[config.mk]
export PLATFORM = sky130hd
export DESIGN_NAME = cal_alarm
export DESIGN_NICKNAME = d
export VERILOG_FILES = /design/src/hdl/cal_alarm_pkg.sv /design/src/hdl/cal_alarm.sv
export SDC_FILE = /design/constraint.sdc
export NUM_CORES = 1
export LEC_CHECK = 0
export BUFFER_PORTS_ARGS = -buffer_cell sky130_fd_sc_hd__buf_2
export CAP_MARGIN = 25
export CORE_MARGIN = 4
export CORE_UTILIZATION = 49
export CTS_BUF_LIST = sky130_fd_sc_hd__clkbuf_8
export CTS_CLUSTER_SIZE = 10
export DETAILED_ROUTE_END_ITERATION = 10
export GPL_ROUTABILITY_DRIVEN = 0
export PLACE_DENSITY_LB_ADDON = 0.05
export RECOVER_POWER = 100
export SETUP_SLACK_MARGIN = 0.2
export SYNTH_ARGS = -nofsm -noshare
export SYNTH_HDL_FRONTEND = slang
export SYNTH_SLANG_ARGS = --single-unit
export TNS_END_PERCENT = 20
[constraint.sdc]
create_clock -name i_core_clk -period 1.45 [get_ports i_core_clk]
set_input_delay 0.29 -clock i_core_clk [delete_from_list [all_inputs] [get_ports i_core_clk]]
set_output_delay 0.29 -clock i_core_clk [all_outputs]
set_load 0.05 [all_outputs]
[src/hdl/cal_alarm_pkg.sv]
// constants for the month, year and alarm match block
package cal_alarm_pkg;
  // register offsets
  localparam logic [5:0] OFS_MONTH = 6'h0D;
  localparam logic [5:0] OFS_YEAR = 6'h0E;
  localparam logic [5:0] OFS_ALM_SEC = 6'h10;
  localparam logic [5:0] OFS_ALM_MIN = 6'h11;
  // implemented bit masks, unused positions read zero
  localparam logic [7:0] MASK_MONTH = 8'h1F;
  localparam logic [7:0] MASK_YEAR = 8'h7F;
  localparam logic [7:0] MASK_ALARM = 8'hFF;
  // field positions
  localparam int MATCH_EN_BIT = 7;
  // reset values
  localparam logic [7:0] RST_MONTH = 8'h01;
  localparam logic [7:0] RST_YEAR = 8'h00;
  localparam logic [7:0] RST_ALARM = 8'h00;
  // counting limits in bcd
  localparam logic [7:0] MONTH_FIRST = 8'h01;
  localparam logic [7:0] MONTH_LAST = 8'h12;
  localparam logic [7:0] YEAR_FIRST = 8'h00;
  localparam logic [7:0] YEAR_LAST = 8'h79;
  localparam logic [7:0] FEBRUARY = 8'h02;
endpackage : cal_alarm_pkg

[src/hdl/cal_alarm.sv]
// month and year counters with second and minute alarm match
`timescale 1ns/1ps
`default_nettype none

module cal_alarm
(
  input wire logic i_core_clk, // 100 MHz core clock
  input wire logic i_reset_n, // synchronous reset, active low
  input wire logic i_reg_wr, // register write strobe
  input wire logic i_reg_rd, // register read strobe
  input wire logic [5:0] i_reg_addr, // register offset
  input wire logic [7:0] i_reg_wdata, // write data
  output logic [7:0] o_reg_rdata, // read data, valid cycle after i_reg_rd
  input wire logic i_tick, // pulse: time counters just updated
  input wire logic i_month_carry, // pulse: day counter rolled over
  input wire logic [6:0] i_second, // current bcd seconds
  input wire logic [6:0] i_minute, // current bcd minutes
  input wire logic i_alarm_irq_enable, // interrupt control enable bit
  input wire logic i_flag_clear, // pulse: software clears alarm flag
  output logic o_alarm_hit_flag, // alarm flag
  output logic o_alarm_irq, // interrupt output, active high
  output logic [7:0] o_month, // current month to day counter
  output logic [7:0] o_year, // current year
  output logic o_feb_has_29 // february has a 29th day
);
  import cal_alarm_pkg::*;

  // ****************************************
  // functions
  // ****************************************

  // bcd increment of a two digit value with wrap
  function automatic logic [7:0] bcd_step(input logic [7:0] v,
                                          input logic [7:0] last,
                                          input logic [7:0] first);
    logic [7:0] r;
    r = v;
    if (v == last)
      r = first;
    else if (v[3:0] == 4'h9)
      r = {v[7:4] + 4'h1, 4'h0};
    else
      r = {v[7:4], v[3:0] + 4'h1};
    return r;
  endfunction : bcd_step

  // bcd year divisible by four
  function automatic logic is_leap(input logic [7:0] y);
    logic r;
    r = 1'b0;
    if (y[4] == 1'b0)
      r = (y[3:0] == 4'h0) || (y[3:0] == 4'h4) || (y[3:0] == 4'h8);
    else
      r = (y[3:0] == 4'h2) || (y[3:0] == 4'h6);
    return r;
  endfunction : is_leap

  // ****************************************
  // registers
  // ****************************************

  logic [7:0] alarm_second_match;
  logic [7:0] alarm_minute_match;
  logic prev_match;
  logic cur_match;
  logic any_enable;
  logic second_match_enable;
  logic minute_match_enable;
  logic wr_month;
  logic wr_year;
  logic next_flag;

  assign wr_month = i_reg_wr && (i_reg_addr == OFS_MONTH);
  assign wr_year = i_reg_wr && (i_reg_addr == OFS_YEAR);
  assign second_match_enable = alarm_second_match[MATCH_EN_BIT];
  assign minute_match_enable = alarm_minute_match[MATCH_EN_BIT];

  // month counter, a write wins over the carry
  always_ff @(posedge i_core_clk)
  begin
    if (!i_reset_n)
      o_month <= RST_MONTH;
    else if (wr_month)
      o_month <= i_reg_wdata & MASK_MONTH;
    else if (i_month_carry)
      o_month <= bcd_step(o_month, MONTH_LAST, MONTH_FIRST);
  end

  // year counter, steps when december rolls over
  always_ff @(posedge i_core_clk)
  begin
    if (!i_reset_n)
      o_year <= RST_YEAR;
    else if (wr_year)
      o_year <= i_reg_wdata & MASK_YEAR;
    else if (i_month_carry && (o_month == MONTH_LAST))
      o_year <= bcd_step(o_year, YEAR_LAST, YEAR_FIRST);
  end

  // leap year indication for the day counter
  always_ff @(posedge i_core_clk)
  begin
    if (!i_reset_n)
      o_feb_has_29 <= 1'b0;
    else
      o_feb_has_29 <= is_leap(o_year);
  end

  // alarm match registers
  always_ff @(posedge i_core_clk)
  begin
    if (!i_reset_n)
    begin
      alarm_second_match <= RST_ALARM;
      alarm_minute_match <= RST_ALARM;
    end
    else if (i_reg_wr)
    begin
      if (i_reg_addr == OFS_ALM_SEC)
        alarm_second_match <= i_reg_wdata & MASK_ALARM;
      if (i_reg_addr == OFS_ALM_MIN)
        alarm_minute_match <= i_reg_wdata & MASK_ALARM;
    end
  end

  // read port, unmapped offsets read zero
  always_ff @(posedge i_core_clk)
  begin
    if (!i_reset_n)
      o_reg_rdata <= 8'h00;
    else if (i_reg_rd)
    begin
      case (i_reg_addr)
        OFS_MONTH: o_reg_rdata <= o_month & MASK_MONTH;
        OFS_YEAR: o_reg_rdata <= o_year & MASK_YEAR;
        OFS_ALM_SEC: o_reg_rdata <= alarm_second_match;
        OFS_ALM_MIN: o_reg_rdata <= alarm_minute_match;
        default: o_reg_rdata <= 8'h00;
      endcase
    end
  end

  // ****************************************
  // alarm compare
  // ****************************************

  // disabled fields pass, no enabled field means no match
  always_comb
  begin
    any_enable = second_match_enable || minute_match_enable;
    cur_match = any_enable
      && (!second_match_enable
          || (i_second == alarm_second_match[6:0]))
      && (!minute_match_enable
          || (i_minute == alarm_minute_match[6:0]));
  end

  // match state sampled once per counter update
  always_ff @(posedge i_core_clk)
  begin
    if (!i_reset_n)
      prev_match <= 1'b0;
    else if (i_tick)
      prev_match <= cur_match;
  end

  // flag: a set in the same cycle as a clear wins
  always_comb
  begin
    next_flag = o_alarm_hit_flag;
    if (i_flag_clear)
      next_flag = 1'b0;
    if (i_tick && cur_match && !prev_match && i_alarm_irq_enable)
      next_flag = 1'b1;
  end

  // flag and interrupt output
  always_ff @(posedge i_core_clk)
  begin
    if (!i_reset_n)
    begin
      o_alarm_hit_flag <= 1'b0;
      o_alarm_irq <= 1'b0;
    end
    else
    begin
      o_alarm_hit_flag <= next_flag;
      o_alarm_irq <= next_flag;
    end
  end
endmodule : cal_alarm

`default_nettype wire

==> flow_metrics.tcl <==
set metrics [dict create \
    mostFrequentLayoutCell "buf_2" \
    power_density_mw_per_mm2 675.0 \
    clock.fmax_mhz 670.6 \
    ir_worst_vdd_mv 0.3582 \
    cts_made_buffers 5 \
    syn_to_final_growth_pct 43.74 \
    synth_flop_cell "dfxtp_1" \
    rsz0062_at_grt "true" \
    dr_total_vias 2452 \
    avgSynthCellArea_um2 8.492 \
    insertedDiodeCount 0 \
    synth_cell_types 54 \
    cts_num_sinks 43 \
    fp-row-count 25 \
    cts_hold_buffers 0 \
    failed_checks "setup timing" \
    hold_class "input pin to register" \
    drc_errors 0 \
    timing.final.crit_share_pct 102.8 \
    grt_pass1_wl_um 11110 \
    place_hpwl_um 5242 \
    whs_ps 232.5 \
    routed_wl_um 7210 \
    drtIter0Drc 155 \
    die_h_um 78.40 \
    die_w_um 78.40 \
    synth_edf_count 0 \
    synth.yosys.warnings 0 \
    setup_violations 2 \
    final_cell_mix "buf_2, buf_4, nand2_1, dfxtp_1, a21oi_1" \
    first_global_vias 2267 \
    antenna_found_initial 0 \
    synth_nets 325 \
    clk_latency_ps 300 \
    io_pins 63 \
    cp-start-kind "register" \
    root_buffer "clkbuf_8" \
    core_mm2 0.004755 \
    max_slew_margin_pct 75.38 \
    synth_seq_cells 43 \
    netlist_instances 286 \
    start_util_pct 51.08 \
    cp.required_ps 1650 \
    die_area_mm2 0.006147 \
    via_per_inst 5.473 \
    finalHoldViolations 0 \
    track_usage_pct 23.24 \
    max-clock-path-buffers 2 \
    first_pass_iters 4 \
    status "complete, but fails checks" \
    final_net_count 419 \
    ctsHtreeMaxLevel 2 \
    slew_viol_final 0 \
    p_leak_uw 0.001436 \
    seq_area_frac_synth_pct 35.45 \
    end_kind "register" \
    io_buffer_count 62 \
    synthArstFlopShare_pct 0 \
    wire_per_inst_um 16.09 \
    cp_data_arrival_time_ps 1690 \
    critPathKind "register to register" \
    drive_gt1_share_pct 46.46 \
    synth_area_mm2 0.002429 \
    cts_tree "done" \
    cp_max_fo 7 \
    finalPower_uw 2356 \
    maxCapViolCount 0 \
    clkSlewWorstSetupHoldPaths_ps 80 \
    worst_pin_slew_ps 366.6 \
    finalClockSkew_ps 6.742 \
    detail-route-antenna-nets 0 \
    period_needed_ps 1491 \
    gr-total-overflow 0 \
    grt_max_degree 24 \
    setup_ws_ps -41.16 \
]
[cell usage after synthesis (4+ instances only)]
master / n / area (um2)
nor2_1: 11 / 41.29
a22oi_1: 11 / 82.58
xor2_1: 10 / 87.58
clkbuf_1: 7 / 26.28
a21boi_1: 9 / 67.56
nor2b_1: 4 / 25.02
nand3_1: 25 / 125.1
o21ai_0: 18 / 90.09
dfxtp_1: 43 / 860.8
a21oi_1: 17 / 85.08
xnor2_1: 13 / 113.9
inv_1: 7 / 26.28
buf_2: 4 / 20.02
a21boi_0: 8 / 60.06
nand2_1: 31 / 116.4
[through the flow]
step | std cells | setup TNS (ps) | setup slack, ps | util, % | cell area [um2]
after floorplan | 286 | -457.4 | -72.13 | - | 2516
after global placement | 440 | -3647 | -161.1 | 65.34 | 3107
after detailed placement | 440 | -4316 | -181.0 | 65.34 | 3107
after CTS | 448 | 0 | 14.07 | 68.71 | 3267
after global routing | 448 | -679.7 | -98.07 | 73.42 | 3491
final | 448 | -64.72 | -41.16 | 73.42 | 3491
[layout make-up]
type	count	area (um2)
Multi-Input combinational cell	218	1628
Fill cell	392	1264
Sequential cell	43	900.9
Timing Repair Buffer	105	768.2
Tap cell	67	83.83
Clock buffer	5	68.82
Inverter	7	28.78
Clock inverter	3	12.51
[flip-flops by register name, indices dropped and copies added, names as in the netlist]
name	count
alarm_minute_match	8
alarm_second_match	8
o_month	8
o_reg_rdata	8
o_year	8
o_alarm_irq	1
o_feb_has_29	1
prev_match	1
[worst paths after layout]
check	startpoint	end	slack [ps]	cells after the start
worst min register to register	prev_match$_SDFFE_PN0P_	o_alarm_irq$_SDFFE_PN0P_	440	1
worst min-delay path	i_alarm_irq_enable	o_alarm_irq$_SDFFE_PN0P_	230	3
worst max register to register	o_month[5]$_SDFFE_PP0P_	o_year[0]$_SDFFE_PN0P_	-40	7
worst max-delay path	o_month[5]$_SDFFE_PP0P_	o_year[0]$_SDFFE_PN0P_	-40	7
[logic make-up after synthesis]
kind of cell / after synthesis / synth area share, %
buf+inv: 25 / 5.203
compound gates: 79 / 20.81
mux: 5 / 2.164
fa+ha+maj: 3 / 1.546
xor+xnor: 23 / 8.295
simple gates: 108 / 26.53
flops: 43 / 35.45
[critical path: stages (launching register included)]
cell	delay, ps
dfxtp_4	350
inv_4	50
ha_4	110
and4bb_2	280
and2_4	240
xnor2_1	130
nand2_1	80
o211a_1	150
[timing repair]
action	4_1_cts	5_1_grt
pin swaps	16	39
setup endpoints to repair	46	58
buffers inserted	0	0
resized for setup	21	68
gates cloned	0	0
[layer usage]
layer	wire (um)	vias up	GRT usage, %	part of all wire (%)
met5	0	-	0	0
met4	128	0	9.615	1.8
met3	347	11	3.784	4.8
met2	3413	62	37.41	47
met1	3321	1168	30.91	46
li1	-	1211	-	-
[report_power, final]
group	leakage [uW]	switching [uW]	internal, uW	total [uW]
sequential	0.000358	14.8	1190	1200
clock	0.0000505	421	325	746
combinational	0.00103	224	183	407
total	0.00144	661	1700	2360
Power figures use the tool's default switching activity.
